**config.mk**
```make
export PLATFORM = sky130hd
export DESIGN_NAME = async_serial_unit
export DESIGN_NICKNAME = d
export VERILOG_FILES = /design/src/serial_pkg.sv /design/src/async_serial_unit.sv
export VERILOG_INCLUDE_DIRS = /design/src
export SDC_FILE = /design/constraint.sdc
export NUM_CORES = 1
export LEC_CHECK = 0
export BUFFER_PORTS_ARGS = -buffer_cell sky130_fd_sc_hd__buf_2
export CAP_MARGIN = 20
export CORE_ASPECT_RATIO = 2
export CORE_MARGIN = 5
export CORE_UTILIZATION = 37
export CTS_CLUSTER_DIAMETER = 200
export CTS_CLUSTER_SIZE = 16
export DETAILED_ROUTE_END_ITERATION = 6
export PLACE_DENSITY = 0.57
export SYNTH_ARGS = -nofsm -noshare
export SYNTH_HDL_FRONTEND = slang
export SYNTH_SLANG_ARGS = --single-unit
```
**constraint.sdc**
```tcl
create_clock -name ref_clk -period 5.4 [get_ports ref_clk]
set_input_delay 0.81 -clock ref_clk [delete_from_list [all_inputs] [get_ports ref_clk]]
set_output_delay 0.81 -clock ref_clk [all_outputs]
set_load 0.05 [all_outputs]
```
**src/serial_params.svh**
```systemverilog
// constants for the asynchronous serial unit
// assumes a single 25 MHz clock and a plain register port
//
// Notes on behaviour
// line idles high; receiver hunts from high
// one low start bit opens each frame
// data bits travel least significant first
// start, eight or nine data, one stop
// word length bit sets both directions
// break is whole frames of low
// both paths share format and bit rate
// extra bit enables a divide-by-39 stage
// shifter loads only from the transmit buffer
// pin follows shifter while busy or enabled
// whole received word moves into buffer
// several samples per bit, majority vote
// writing one to sleep bit sleeps receiver
// sleeping receiver sets no receive flags
// software write can clear sleep bit
// idle line clears sleep in idle mode
// sender leaves idle frame between messages
// top data bit marks an address character
// sender starts messages with address character
// address character wakes before its stop bit
// wake select: zero idle, one address
// enabling transmitter queues one idle frame
// ninth bits live in dedicated bits
// sixteen samples per bit, three voted
// start confirmed only if low mid-bit
`ifndef SERIAL_PARAMS_SVH
`define SERIAL_PARAMS_SVH
`define OFS_DATA 3'h0
`define OFS_CTRL_ONE 3'h1
`define OFS_CTRL_TWO 3'h2
`define OFS_STATUS 3'h3
`define OFS_BAUD 3'h4
`define OVERSAMPLE_LAST 4'hF
`define VOTE_A 4'h7
`define VOTE_B 4'h8
`define VOTE_C 4'h9
`define FRAME_BITS_8 4'hA
`define FRAME_BITS_9 4'hB
`define IDLE_SAMPLES_8 8'hA0
`define IDLE_SAMPLES_9 8'hB0
`define DIV39_LAST 6'h26
`define PRE_DIV_0 4'h1
`define PRE_DIV_1 4'h3
`define PRE_DIV_2 4'h4
`define PRE_DIV_3 4'hD
`endif

```
**src/serial_pkg.sv**
```systemverilog
// types for the asynchronous serial unit
// assumes serial_params.svh for numeric constants
package serial_pkg;
	typedef struct packed {
		logic [2:0] addr;
		logic [7:0] wdata;
		logic wr;
		logic rd;
	} reg_req_s;
	typedef enum logic [1:0] {rx_hunt, rx_start, rx_data, rx_stop} rx_state_e;
	typedef struct packed {
		logic word9;
		logic wake_addr;
		logic tx_ninth_bit;
	} ctrl_one_s;
	typedef struct packed {
		logic tx_enable;
		logic rx_enable;
		logic send_break;
	} ctrl_two_s;
endpackage

```
**src/async_serial_unit.sv**
```systemverilog
// asynchronous serial unit: transmitter, receiver, baud chain
// assumes register master on ref_clk, rxd from another station
//
// The implementer's own choices: the placing of the registers and the address-and-strobe port.
`timescale 1ns/1ps
`include "serial_params.svh"
module async_serial_unit (
	input wire logic ref_clk,
	input wire logic rst_n,
	input wire serial_pkg::reg_req_s req,
	output logic [7:0] rdata,
	input wire logic rxd,
	output logic txd
);
	// ---------------------------------------------------------
	// register state
	// ---------------------------------------------------------
	serial_pkg::ctrl_one_s c1_q;
	serial_pkg::ctrl_two_s c2_q;
	logic [5:0] baud_q;
	logic sleep_q;
	logic [7:0] tx_buf_q;
	logic [7:0] rx_buf_q;
	logic rx_ninth_bit_q;
	logic tdre_q, tc_q, full_q, idle_q, ovr_q, noise_q, fe_q;
	logic clr_arm_q;
	logic [7:0] rdata_q;

	wire wr_data = req.wr && req.addr == `OFS_DATA;
	wire wr_c1 = req.wr && req.addr == `OFS_CTRL_ONE;
	wire wr_c2 = req.wr && req.addr == `OFS_CTRL_TWO;
	wire wr_baud = req.wr && req.addr == `OFS_BAUD;
	wire rd_data = req.rd && req.addr == `OFS_DATA;
	wire rd_stat = req.rd && req.addr == `OFS_STATUS;
	wire rx_clr = rd_data && clr_arm_q;

	// ---------------------------------------------------------
	// baud chain: prescaler, optional /39, power-of-two rate
	// ---------------------------------------------------------
	logic [3:0] pre_cnt_q;
	logic [5:0] d39_cnt_q;
	logic [7:0] rate_cnt_q;
	wire [3:0] pre_last = baud_q[4:3] == 2'h0 ? `PRE_DIV_0 - 4'h1 :
		baud_q[4:3] == 2'h1 ? `PRE_DIV_1 - 4'h1 :
		baud_q[4:3] == 2'h2 ? `PRE_DIV_2 - 4'h1 : `PRE_DIV_3 - 4'h1;
	wire pre_tick = pre_cnt_q == pre_last;
	wire div39_en = baud_q[5];
	wire d39_tick = pre_tick && (!div39_en || d39_cnt_q == `DIV39_LAST);
	wire [7:0] rate_mask = 8'((9'h001 << baud_q[2:0]) - 9'h001);
	wire tick16 = d39_tick && (rate_cnt_q & rate_mask) == rate_mask;

	always_ff @(posedge ref_clk or negedge rst_n) begin
		if (!rst_n) begin
			pre_cnt_q <= 4'h0;
			d39_cnt_q <= 6'h00;
			rate_cnt_q <= 8'h00;
		end else begin
			pre_cnt_q <= pre_tick ? 4'h0 : pre_cnt_q + 4'h1;
			if (pre_tick)
				d39_cnt_q <= d39_cnt_q == `DIV39_LAST ? 6'h00 : d39_cnt_q + 6'h01;
			if (d39_tick)
				rate_cnt_q <= rate_cnt_q + 8'h01;
		end
	end

	wire [3:0] frame_bits = c1_q.word9 ? `FRAME_BITS_9 : `FRAME_BITS_8;
	wire [7:0] idle_samples = c1_q.word9 ? `IDLE_SAMPLES_9 : `IDLE_SAMPLES_8;

	// ---------------------------------------------------------
	// receive pin synchroniser
	// ---------------------------------------------------------
	logic rx_s1_q, rx_s2_q, rx_s3_q, rx_line_q;
	always_ff @(posedge ref_clk or negedge rst_n) begin
		if (!rst_n) begin
			rx_s1_q <= 1'b1;
			rx_s2_q <= 1'b1;
			rx_s3_q <= 1'b1;
			rx_line_q <= 1'b1;
		end else begin
			rx_s1_q <= rxd;
			rx_s2_q <= rx_s1_q;
			rx_s3_q <= rx_s2_q;
			if (rx_s2_q == rx_s3_q)
				rx_line_q <= rx_s3_q;
		end
	end

	// ---------------------------------------------------------
	// receiver
	// ---------------------------------------------------------
	serial_pkg::rx_state_e rx_st_q;
	logic [3:0] samp_q;
	logic [3:0] rbit_q;
	logic [1:0] vote_q;
	logic [8:0] rsh_q;
	logic rnoise_q;
	logic rx_prev_q;
	logic [7:0] idle_cnt_q;
	logic line_active_q;

	wire at_vote = tick16 && samp_q == `VOTE_C;
	wire maj = (vote_q[0] & vote_q[1]) | (vote_q[0] & rx_line_q) | (vote_q[1] & rx_line_q);
	wire disagree = !(vote_q[0] == vote_q[1] && vote_q[1] == rx_line_q);
	wire [3:0] last_bit = c1_q.word9 ? 4'h8 : 4'h7;
	wire fall = tick16 && rx_prev_q && !rx_line_q;
	wire stop_done = rx_st_q == serial_pkg::rx_stop && at_vote;
	wire frame_err = !maj;
	wire [8:0] rx_word = c1_q.word9 ? rsh_q : {1'b0, rsh_q[8:1]};
	wire can_flag = c2_q.rx_enable && !sleep_q;
	wire rx_ovr_ev = stop_done && can_flag && full_q;
	wire rx_load = stop_done && can_flag && !full_q && !fe_q;
	wire addr_wake = rx_st_q == serial_pkg::rx_data && at_vote && rbit_q == last_bit &&
		maj && sleep_q && c1_q.wake_addr;
	wire idle_hit = c2_q.rx_enable && tick16 && rx_line_q && line_active_q &&
		idle_cnt_q == idle_samples - 8'h01;
	wire idle_wake = idle_hit && sleep_q && !c1_q.wake_addr;

	always_ff @(posedge ref_clk or negedge rst_n) begin
		if (!rst_n) begin
			rx_st_q <= serial_pkg::rx_hunt;
			samp_q <= 4'h0;
			rbit_q <= 4'h0;
			vote_q <= 2'h3;
			rsh_q <= 9'h000;
			rnoise_q <= 1'b0;
			rx_prev_q <= 1'b1;
		end else if (!c2_q.rx_enable) begin
			rx_st_q <= serial_pkg::rx_hunt;
			rx_prev_q <= 1'b1;
		end else if (tick16) begin
			rx_prev_q <= rx_line_q;
			samp_q <= samp_q + 4'h1;
			if (samp_q == `VOTE_A)
				vote_q[0] <= rx_line_q;
			if (samp_q == `VOTE_B)
				vote_q[1] <= rx_line_q;
			unique case (rx_st_q)
				serial_pkg::rx_hunt: begin
					if (fall) begin
						rx_st_q <= serial_pkg::rx_start;
						samp_q <= 4'h1;
					end
				end
				serial_pkg::rx_start: begin
					if (samp_q == `VOTE_C) begin
						rnoise_q <= disagree;
						rbit_q <= 4'h0;
						rx_st_q <= maj ? serial_pkg::rx_hunt : serial_pkg::rx_data;
					end
				end
				serial_pkg::rx_data: begin
					if (samp_q == `VOTE_C) begin
						rsh_q <= {maj, rsh_q[8:1]};
						rnoise_q <= rnoise_q | disagree;
						rbit_q <= rbit_q + 4'h1;
					end
					if (samp_q == `OVERSAMPLE_LAST && rbit_q == last_bit + 4'h1)
						rx_st_q <= serial_pkg::rx_stop;
				end
				serial_pkg::rx_stop: begin
					if (samp_q == `VOTE_C)
						rx_st_q <= serial_pkg::rx_hunt;
				end
			endcase
		end
	end

	// idle line detection: one full frame of high samples
	always_ff @(posedge ref_clk or negedge rst_n) begin
		if (!rst_n) begin
			idle_cnt_q <= 8'h00;
			line_active_q <= 1'b0;
		end else if (tick16) begin
			if (!rx_line_q || rx_st_q != serial_pkg::rx_hunt) begin
				idle_cnt_q <= 8'h00;
				line_active_q <= 1'b1;
			end else if (idle_hit) begin
				idle_cnt_q <= 8'h00;
				line_active_q <= 1'b0;
			end else if (idle_cnt_q != idle_samples) begin
				idle_cnt_q <= idle_cnt_q + 8'h01;
			end
		end
	end

	// receive buffer: whole word moved at stop bit
	always_ff @(posedge ref_clk or negedge rst_n) begin
		if (!rst_n) begin
			rx_buf_q <= 8'h00;
			rx_ninth_bit_q <= 1'b0;
		end else if (rx_load) begin
			rx_buf_q <= rx_word[7:0];
			rx_ninth_bit_q <= rx_word[8];
		end
	end

	// receive flags: set wins over the read-sequence clear
	always_ff @(posedge ref_clk or negedge rst_n) begin
		if (!rst_n) begin
			full_q <= 1'b0;
			idle_q <= 1'b0;
			ovr_q <= 1'b0;
			noise_q <= 1'b0;
			fe_q <= 1'b0;
			clr_arm_q <= 1'b0;
		end else begin
			if (rd_stat)
				clr_arm_q <= 1'b1;
			else if (rd_data)
				clr_arm_q <= 1'b0;
			full_q <= rx_load | (full_q & !rx_clr);
			ovr_q <= rx_ovr_ev | (ovr_q & !rx_clr);
			noise_q <= (rx_load & (rnoise_q | disagree)) | (noise_q & !rx_clr);
			fe_q <= (rx_load & frame_err) | (fe_q & !rx_clr);
			idle_q <= (idle_hit & !sleep_q) | (idle_q & !rx_clr);
		end
	end

	// ---------------------------------------------------------
	// transmitter
	// ---------------------------------------------------------
	logic [3:0] tx_sub_q;
	logic [10:0] tsh_q;
	logic [3:0] tleft_q;
	logic tx_en_prev_q;
	logic pend_pre_q;
	logic txd_q;

	wire tx_bit = tick16 && tx_sub_q == `OVERSAMPLE_LAST;
	wire tx_free = tleft_q == 4'h0;
	wire tx_rise = c2_q.tx_enable && !tx_en_prev_q;
	wire ld_pre = tx_bit && tx_free && c2_q.tx_enable && pend_pre_q;
	wire ld_brk = tx_bit && tx_free && c2_q.tx_enable && !pend_pre_q && c2_q.send_break;
	wire ld_dat = tx_bit && tx_free && c2_q.tx_enable && !pend_pre_q &&
		!c2_q.send_break && !tdre_q;
	wire [10:0] data_frame = {1'b1, c1_q.word9 ? c1_q.tx_ninth_bit : 1'b1,
		tx_buf_q, 1'b0};
	wire tx_done_ev = tx_bit && tx_free && !ld_pre && !ld_brk && !ld_dat;

	always_ff @(posedge ref_clk or negedge rst_n) begin
		if (!rst_n) begin
			tx_sub_q <= 4'h0;
			tsh_q <= 11'h7FF;
			tleft_q <= 4'h0;
			tx_en_prev_q <= 1'b0;
			pend_pre_q <= 1'b0;
			txd_q <= 1'b1;
		end else begin
			tx_en_prev_q <= c2_q.tx_enable;
			if (tick16)
				tx_sub_q <= tx_sub_q + 4'h1;
			if (tx_rise)
				pend_pre_q <= 1'b1;
			else if (ld_pre)
				pend_pre_q <= 1'b0;
			if (tx_bit && !tx_free) begin
				txd_q <= tsh_q[0];
				tsh_q <= {1'b1, tsh_q[10:1]};
				tleft_q <= tleft_q - 4'h1;
			end else if (ld_pre) begin
				tsh_q <= 11'h7FF;
				tleft_q <= frame_bits;
			end else if (ld_brk) begin
				tsh_q <= 11'h000;
				tleft_q <= frame_bits;
			end else if (ld_dat) begin
				tsh_q <= data_frame;
				tleft_q <= frame_bits;
			end else if (tx_free && (tx_bit || !c2_q.tx_enable)) begin
				txd_q <= 1'b1;
			end
		end
	end

	// transmit buffer and its flags; set wins over the clear
	always_ff @(posedge ref_clk or negedge rst_n) begin
		if (!rst_n) begin
			tx_buf_q <= 8'h00;
			tdre_q <= 1'b1;
			tc_q <= 1'b1;
		end else begin
			if (wr_data)
				tx_buf_q <= req.wdata;
			tdre_q <= ld_dat | (tdre_q & !wr_data);
			tc_q <= (tx_done_ev & !pend_pre_q) | (tc_q & !wr_data & !tx_rise);
		end
	end

	// ---------------------------------------------------------
	// control registers and sleep bit
	// ---------------------------------------------------------
	always_ff @(posedge ref_clk or negedge rst_n) begin
		if (!rst_n) begin
			c1_q <= '0;
			c2_q <= '0;
			baud_q <= 6'h00;
			sleep_q <= 1'b0;
		end else begin
			if (wr_c1) begin
				c1_q.tx_ninth_bit <= req.wdata[6];
				c1_q.word9 <= req.wdata[4];
				c1_q.wake_addr <= req.wdata[3];
			end
			if (wr_c2) begin
				c2_q.tx_enable <= req.wdata[3];
				c2_q.rx_enable <= req.wdata[2];
				c2_q.send_break <= req.wdata[0];
			end
			if (wr_baud)
				baud_q <= req.wdata[5:0];
			if (wr_c2)
				sleep_q <= req.wdata[1];
			else if (addr_wake || idle_wake)
				sleep_q <= 1'b0;
		end
	end

	// ---------------------------------------------------------
	// read side
	// ---------------------------------------------------------
	wire [7:0] c1_rd = {rx_ninth_bit_q, c1_q.tx_ninth_bit, 1'b0, c1_q.word9,
		c1_q.wake_addr, 3'h0};
	wire [7:0] c2_rd = {4'h0, c2_q.tx_enable, c2_q.rx_enable, sleep_q, c2_q.send_break};
	wire [7:0] st_rd = {tdre_q, tc_q, full_q, idle_q, ovr_q, noise_q, fe_q, 1'b0};
	wire [7:0] rd_mux = req.addr == `OFS_DATA ? rx_buf_q :
		req.addr == `OFS_CTRL_ONE ? c1_rd :
		req.addr == `OFS_CTRL_TWO ? c2_rd :
		req.addr == `OFS_STATUS ? st_rd :
		req.addr == `OFS_BAUD ? {2'h0, baud_q} : 8'h00;

	always_ff @(posedge ref_clk or negedge rst_n) begin
		if (!rst_n)
			rdata_q <= 8'h00;
		else
			rdata_q <= req.rd ? rd_mux : 8'h00;
	end

	assign rdata = rdata_q;
	assign txd = txd_q;
endmodule

```
Yosys cells after proc, flatten, opt, wreduce, memory -nomap -nowiden --
Index checks and enable logic that the tools add are counted.
Storage, ports and cells: register bits 122, input port bits 16, output and inout port bits 9, logic and storage cells 264
Operators by class: $add $sub $neg 11, equality and inequality tests 34, shift operators 1, muxes and demuxes 58, bitwise logic cells 26, reduce and logical (&&, ||, !) cells 91
Operator list (number):
- $mux W8 | 8
- $mux W4 | 13
- $logic_and A1 B1 Y1 | 45
- $mux W11 | 4
- $add A4 B1 Y4 const B | 5
- $logic_not A1 Y1 | 20
- $mux W1 | 19
- $add A8 B1 Y8 const B | 2
- $eq A4 B4 Y1 const B | 4
- $eq A8 B8 Y1 | 2
- $sub A8 B1 Y8 const B | 2
- $and A1 B1 Y1 | 15
- $mux W2 | 7
- $reduce_bool A2 Y1 | 7
- $eq A4 B4 Y1 | 3
- $mux W6 | 2
- $ne A2 B1 Y1 const B | 5
- $or A1 B1 Y1 | 10
- $reduce_and A5 Y1 | 2
- $mux W9 | 1
- $and A8 B8 Y8 | 1
- $ne A8 B8 Y1 | 1
- $pmux W2 S4 | 1
- $pmux W4 S2 | 1
- other kinds (25) | 41

Longest topological paths before layout --
Gate-level depths: netlist (run 1).
depth in word-level cells 17, depth in mapped cells 10, gate-level depth less buffers 8

Least setup slack after synthesis (run 1) --
No wires, ideal clock.
path kind reg2reg, from register baud_q[3], to register rx_buf_q[0], library setup time 125 ps, arrival time 2362 ps, data required time 5275 ps, setup slack 2914 ps, stages on the path, launching flop included 9, path buffers 0, period minus slack after synthesis 2486 ps, path through dfrtp_1 inv_1 ha_1 xor2_1 o211ai_1 a21oi_2 nand4_4 nor4b_4 mux2_2
On the way: longest elaborated chain between the ends 12, elaborated cells between the ends (all ways) 14, those cells by class 3 x eq/ne; 3 x mux; 8 x reduce/logical
RTL lines:
- from (decl) | RTL line async_serial_unit.sv:20 | logic [5:0] baud_q;
- from (signal assigned) | RTL line async_serial_unit.sv:310 | baud_q <= req.wdata[5:0];
- $eq A2 B2 Y1 | RTL line async_serial_unit.sv:45 | baud_q[4:3] == 2'h2 ? `PRE_DIV_2 - 4'h1 : `PRE_DIV_3 - 4'h1;
- $mux W4 | RTL line async_serial_unit.sv:45
- $mux W4 | RTL line async_serial_unit.sv:44 | baud_q[4:3] == 2'h1 ? `PRE_DIV_1 - 4'h1 :
- $mux W4 * | RTL line async_serial_unit.sv:43 | wire [3:0] pre_last = baud_q[4:3] == 2'h0 ? `PRE_DIV_0 - 4'h1 :
- $eq A4 B4 Y1 * | RTL line async_serial_unit.sv:46 | wire pre_tick = pre_cnt_q == pre_last;
- $logic_and A1 B1 Y1 * | RTL line async_serial_unit.sv:48 | wire d39_tick = pre_tick && (!div39_en || d39_cnt_q == `DIV39_LAST);
- $logic_and A1 B1 Y1 * | RTL line async_serial_unit.sv:50 | wire tick16 = d39_tick && (rate_cnt_q & rate_mask) == rate_mask;
- $logic_and A1 B1 Y1 (no source line) *
- $logic_and A1 B1 Y1 * | RTL line async_serial_unit.sv:106 | wire stop_done = rx_st_q == serial_pkg::rx_stop && at_vote;
- $logic_and A1 B1 Y1 * (3 in series) | RTL line async_serial_unit.sv:111 | wire rx_load = stop_done && can_flag && !full_q && !fe_q;
- to (signal assigned) | RTL line async_serial_unit.sv:192 | rx_buf_q <= rx_word[7:0];
- to (decl) | RTL line async_serial_unit.sv:23 | logic [7:0] rx_buf_q;
Every way passes the cells marked *; elsewhere a longest branch is shown, timed or not. A chain may end at the register's enable or synchronous reset.

Final worst setup path (run 1) --
from register baud_q[3], to register rx_buf_q[3]
Same word-level chain as after synthesis.

==> results of run 1 <==
-- metrics by stage --
stage | util [%] | setup slack, ns | instance area (um^2) | power, mW | hold WS (ns)
after floorplan | - | 2.91 | 6060 | 1.50 | 0.345
after global placement | 39.3 | 2.17 | 6370 | 1.65 | 0.350
after detailed placement | 39.3 | 2.09 | 6370 | 1.67 | 0.351
after CTS | 42.8 | 2.07 | 6920 | 2.75 | 0.359
after global routing | 42.8 | 1.82 | 6930 | 2.87 | 0.359
final | 42.8 | 2.10 | 6930 | 2.71 | 0.357
-- where the power goes --
group / internal (mW) / total [mW] / switching, mW
Combinational: 0.189 / 0.474 / 0.284
Sequential: 1.04 / 1.18 / 0.144
Clock: 0.666 / 1.06 / 0.396
-- state kept, by name (all words and copies together) (netlist names), 2 cells and up --
signal,flops
rbit_q,4
rate_cnt_q,7
samp_q,4
tx_sub_q,4
tleft_q,4
baud_q,6
d39_cnt_q,6
c2_q,3
tx_buf_q,8
tsh_q,11
pre_cnt_q,4
c1_q,3
rdata,8
rx_buf_q,8
rsh_q,9
idle_cnt_q,8
rx_st_q,2
vote_q,2
-- cells by family after synthesis --
| kind of cell | count (synthesis) | synth area share [%] |
|---|---|---|
| buf+inv | 45 | 2.81 |
| simple gates | 184 | 16.4 |
| mux | 52 | 9.50 |
| xor+xnor | 16 | 2.31 |
| compound gates | 136 | 14.0 |
| flops | 121 | 50.4 |
| fa+ha+maj | 22 | 4.50 |
-- worst reg2reg max path, cell delays in order (launching register included) --
cell and delay [ns]:
dfrtp_1 0.36, inv_1 0.06, ha_1 0.30, xor2_1 0.19, o211ai_1 0.26, a21oi_2 0.60
nand4_4 0.33, nor4b_4 0.66, mux2_2 0.41
-- per-layer routing --
metal | GRT usage, % | vias up
met5 | 0 | -
met2 | 28.7 | 100
met4 | 9.86 | 0
met3 | 3.18 | 43
li1 | - | 2129
met1 | 17.8 | 2215
-- worst paths after layout --
kind,end,slack (ns),depth (start not counted)
min reg2reg,rx_s2_q,0.36,0
min in group asynchronous,pre_cnt_q[2],0.53,1
max in group asynchronous,tleft_q[0],3.70,2
min,rx_s2_q,0.36,0
max,rx_buf_q[3],2.10,8
max reg2reg,rx_buf_q[3],2.10,8
-- cell type report --
| type | instances | area, um^2 |
|---|---|---|
| Clock buffer | 24 | 482 |
| Clock inverter | 8 | 72.6 |
| Fill cell | 1595 | 9260 |
| Inverter | 22 | 82.6 |
| Multi-Input combinational cell | 410 | 2830 |
| Sequential cell | 121 | 3050 |
| Tap cell | 204 | 255 |
| Timing Repair Buffer | 28 | 150 |
-- cell usage after synthesis (4+ instances only) --
master       n
dfrtp_1    100
o21ai_0     56
nand2_1     54
mux2_2      44
nand3_1     26
a21oi_1     24
nor2_1      24
clkbuf_1    22
inv_1       22
dfstp_2     21
ha_1        21
nand4_1     12
xnor2_1     12
and3_1      10
o2bb2ai_1   10
nand2b_1     9
nor3_1       9
mux2i_1      8
o22ai_1      7
nor3b_1      6
o31ai_1      6
nor2b_1      5
nand3b_1     4
xor2_1       4
==> metrics, run 1 <==
Non-Filler Instances=between 800 and 900; row count=66; hold path start=rx_s1_q; cell taking the most area after synthesis=dfrtp_1; Setup crit end kind=flip-flop; crit path from=baud_q[3]; distinct cell type count after synthesis=60; P&R area growth vs syn=14.4%; Slew Limit Fails=0; worst setup path class=flip-flop to flip-flop; Crit Path Max Fanout=16; CP arrival=3.59 ns; routability congestion estimate=approximately 0.84; drt drc=0; Max-slew headroom=about a third; Port Buffer Count=24; initial antenna violation count=0; CTS H-Tree Depth=4; Setup TNS=0 ns; Reg2Reg Launch Point=baud_q[3]; number of CTS-inserted buffers=17; clk_lat worst skew=roughly 0.41 ns; Clock Tree Root=clkbuf_16; routed wl met2=7810 um; Slew @ Worst Pin=1.01 ns; layout cells sized above 1=21.9%; PD cells=392 mW/mm^2; syn_nets=~600; crit-path cells=inv_1, ha_1, xor2_1, o211ai_1, a21oi_2, nand4_4, nor4b_4, mux2_2; Hold WC Path Type=flip-flop to flip-flop; largest net degree at the start of global routing=74; average size of a mapped cell=approximately 11 um^2; commonest non-fill, non-tap cell in the layout=dfrtp_1; DRT iter0 DRCs=196; fmax=about 0.30 GHz; final setup skew=just over 0.009 ns; CP required=around 5.7 ns; Final period util=61.1%; met3 wire len=between 300 and 400 um; first-pass GRT wire length=approximately 25000 um; uppermost layer routed=met4; DP Wirelength=~11000 um; Die H=roughly 190 um; post-synthesis sequential area ratio=approximately half; nets=637; Worst-path clk slew=roughly 0.050 ns; met1 WL=5570 um; post-synthesis sequential element count=roughly 120; Placeable Area=0.0162 mm^2; CTS Buffer Depth=2; mapped cell area=0.00606 mm^2; Mapped Cells=between 500 and 600; die area=roughly 0.019 mm^2; Slowest-stage cell, CP=nor4b_4; number of setup violations in the final report=0; Antenna diodes=0; share of the synthesized area in the top cell type=around two fifths; crit start category=flip-flop; Routed WL per cell=between 15 and 20 um; Leak=3.00 nW; WL final=between 10000 and 15000 um; Worst Path Buf+Inv=1; Ports=25; final count of hold timing violations=0; status=finished clean; DR pass1 iterations=4; delay-heaviest family, CP=simple AND/OR/NAND/NOR gates; Yosys warnings=0; initial core utilization=37.4%; commonest cells after routing, fill and taps aside=dfrtp_1 (100), o21ai_0 (56), nand2_1 (54), mux2_2 (44), nand3_1 (26); RSZ-0062 raised after global routing=false; cts hold-fix bufs=0; Most used DFF post-synth=dfrtp_1; Max stage delay on crit path=between 0.6 and 0.7 ns; DR vias=4487; vias in the first global route=4795; post_cts resized=0; CTS tree=done; placed insts=~780; GR Overflow Total=0; min Tclk post-route=roughly 3.3 ns; asr flop ratio synth=100%; max cap viols=0; Peak supply drop=~0.00025 V; drt via density=5.49; final antenna-violating net count=0; Post-synth EDFFs=0; gr usage total=~16%; Post-CTS Repair Setup Buffers=0; Synth area leaders=dfrtp_1 (41%), dfstp_2 (9.1%), mux2_2 (8.2%); Die Wd=around 100 um; Num Clock Sinks=between 100 and 150
Note: power is estimated with default switching activity, not from simulation.
==> run 2: changes to the inputs <==
--- a/config.mk
+++ b/config.mk
@@ -14,7 +14,7 @@
 export CTS_CLUSTER_DIAMETER = 200
 export CTS_CLUSTER_SIZE = 16
 export DETAILED_ROUTE_END_ITERATION = 6
-export PLACE_DENSITY = 0.57
+export PLACE_DENSITY = 0.59
 export SYNTH_ARGS = -nofsm -noshare
 export SYNTH_HDL_FRONTEND = slang
 export SYNTH_SLANG_ARGS = --single-unit
==> constraint.sdc (replaced) <==
create_clock -name ref_clk -period 3 [get_ports ref_clk]
set_input_delay 0.45 -clock ref_clk [delete_from_list [all_inputs] [get_ports ref_clk]]
set_output_delay 0.45 -clock ref_clk [all_outputs]
set_load 0.05 [all_outputs]
==> run 2 against run 1 <==
Compared with the run above: sequential power grew 82%; routed wire length grew 0.74%; fmax grew 27%; final cell count grew 2.0%; global-route usage grew 0.30 points; via count grew 2.6%.
==> metrics, run 2 (synthesis results as in run 1) <==
Routed WL per cell=17.5 um; initial core utilization=between 30% and 40%; DRT iter0 DRCs=200; CTS Buffer Depth=2; Crit Path Max Fanout=13; PD cells=slightly above 700 mW/mm^2; layout cells sized above 1=between 20% and 30%; CTS H-Tree Depth=4; CP arrival=between 2 and 3 ns; Post-CTS Repair Setup Buffers=0; Max-slew headroom=58.0%; nets=~650; DR pass1 iterations=5; clk_lat worst skew=between 0.4 and 0.5 ns; gr usage total=16.6%; final setup skew=between 0.009 and 0.01 ns; row count=66; Slew Limit Fails=0; status=finished clean; drt drc=0; largest net degree at the start of global routing=just over 60; Largest Register=tsh_q; routability congestion estimate=approximately 0.86; worst setup path class=flip-flop to flip-flop; die area=0.0192 mm^2; Die Wd=~100 um; Setup TNS=0 ns; commonest non-fill, non-tap cell in the layout=dfrtp_1; Port Buffer Count=24; Antenna diodes=0; commonest cells after routing, fill and taps aside=dfrtp_1 (100), o21ai_0 (56), nand2_1 (54), mux2_2 (44), nand3_1 (26); initial antenna violation count=0; CP required=about 3.3 ns; min Tclk post-route=roughly 2.6 ns; GR Overflow Total=0; number of CTS-inserted buffers=17; GRT busiest layer=met2; Final Power=approximately 5.1 mW; post_cts resized=0; Slew @ Worst Pin=roughly 0.62 ns; Hold WC Path Type=input port to asynchronous set/reset pin; number of setup violations in the final report=0; first-pass GRT wire length=24800 um; pre-CTS WS=around 0.4 ns; P&R area growth vs syn=17.1%; final count of hold timing violations=0; Placeable Area=~0.016 mm^2; WL final=~15000 um; Ports=25; cts hold-fix bufs=0; DP Wirelength=~11000 um; RSZ-0062 raised after global routing=false; FILL cells=approximately 1600; Num Clock Sinks=~120; max cap viols=0; largest registers=tsh_q x11, rsh_q x9; vias in the first global route=4934; Setup crit end kind=flip-flop; crit start category=flip-flop; drt via density=about 5.5; fmax=0.386 GHz; DR vias=about 4600; area occupied by multi-input gates=about 0.0028 mm^2; Peak supply drop=approximately 0.00044 V; final antenna-violating net count=0; sequential cell area=around 0.0031 mm^2; Worst-path clk slew=around 0.060 ns; met2 Use GR=30.2%; met3 GRT Util=just under 4%; Clock Tree Root=clkbuf_16; Final WS setup=0.408 ns; max FFs per register=11; Final period util=86.4%; Leak=~3.1 nW; CTS tree=done; Die H=between 150 and 200 um; met1 Track Usage GR=between 15 and 20%; Hold WS=0.0148 ns
run 2: changes by cell type in the layout (fill, tap and decap cells not counted), sizes merged:
cell	before	now
clkbuf	24	22
bufinv	1	2
inv	22	23
buf	28	44
run 2: cell type report:
type,instances,area share (%)
flip-flops and latches,121,43.1
clock inverters,10,1.68
inverters,22,1.16
repair buffers,44,4.02
well taps,204,3.60
clock buffers,22,6.55
multi-input cells,410,39.9
run 2: metrics by stage:
| stage | area (um^2) | utilization, % | instances |
|---|---|---|---|
| finish | 7090 | 43.8 | 833 |
| global route | 7090 | 43.8 | 833 |
| CTS | 7090 | 43.8 | 833 |
| detailed placement | 6510 | 40.2 | 801 |
| global placement | 6510 | 40.2 | 801 |
| floorplan | 6060 | - | 576 |
run 2: worst paths after layout:
kind	slack (ns)	start	cells past startpoint	end
max	0.41	d39_cnt_q[0]	10	rsh_q[7]
min	0.01	rst_n	1	rate_cnt_q[1]
max reg2reg	0.41	d39_cnt_q[0]	10	rsh_q[7]
min reg2reg	0.35	rx_s1_q	0	rx_s2_q
max in group asynchronous	2.21	rst_n	2	txd
min in group ref_clk	0.13	rxd	1	rx_s1_q
run 2: worst max-delay path, cell delays in order (launching register included):
cell     delay (ns)
dfrtp_1        0.40
inv_1          0.11
ha_1           0.16
nand2_1        0.06
or3_1          0.38
a21oi_2        0.31
nand4_4        0.17
buf_4          0.23
nor3_2         0.11
buf_4          0.19
mux2_2         0.35
run 2: report_power, final:
group / switching [mW] / internal [mW]
clock: 0.748 / 1.27
combinational: 0.530 / 0.385
sequential: 0.282 / 1.86
total: 1.56 / 3.52
run 2: routing by layer:
metal / wire length (um) / up-vias
met1: 5210 / 2301
met3: 471 / 43
li1: - / 2170
met5: 0 / -
met4: 670 / 0
met2: 8260 / 88
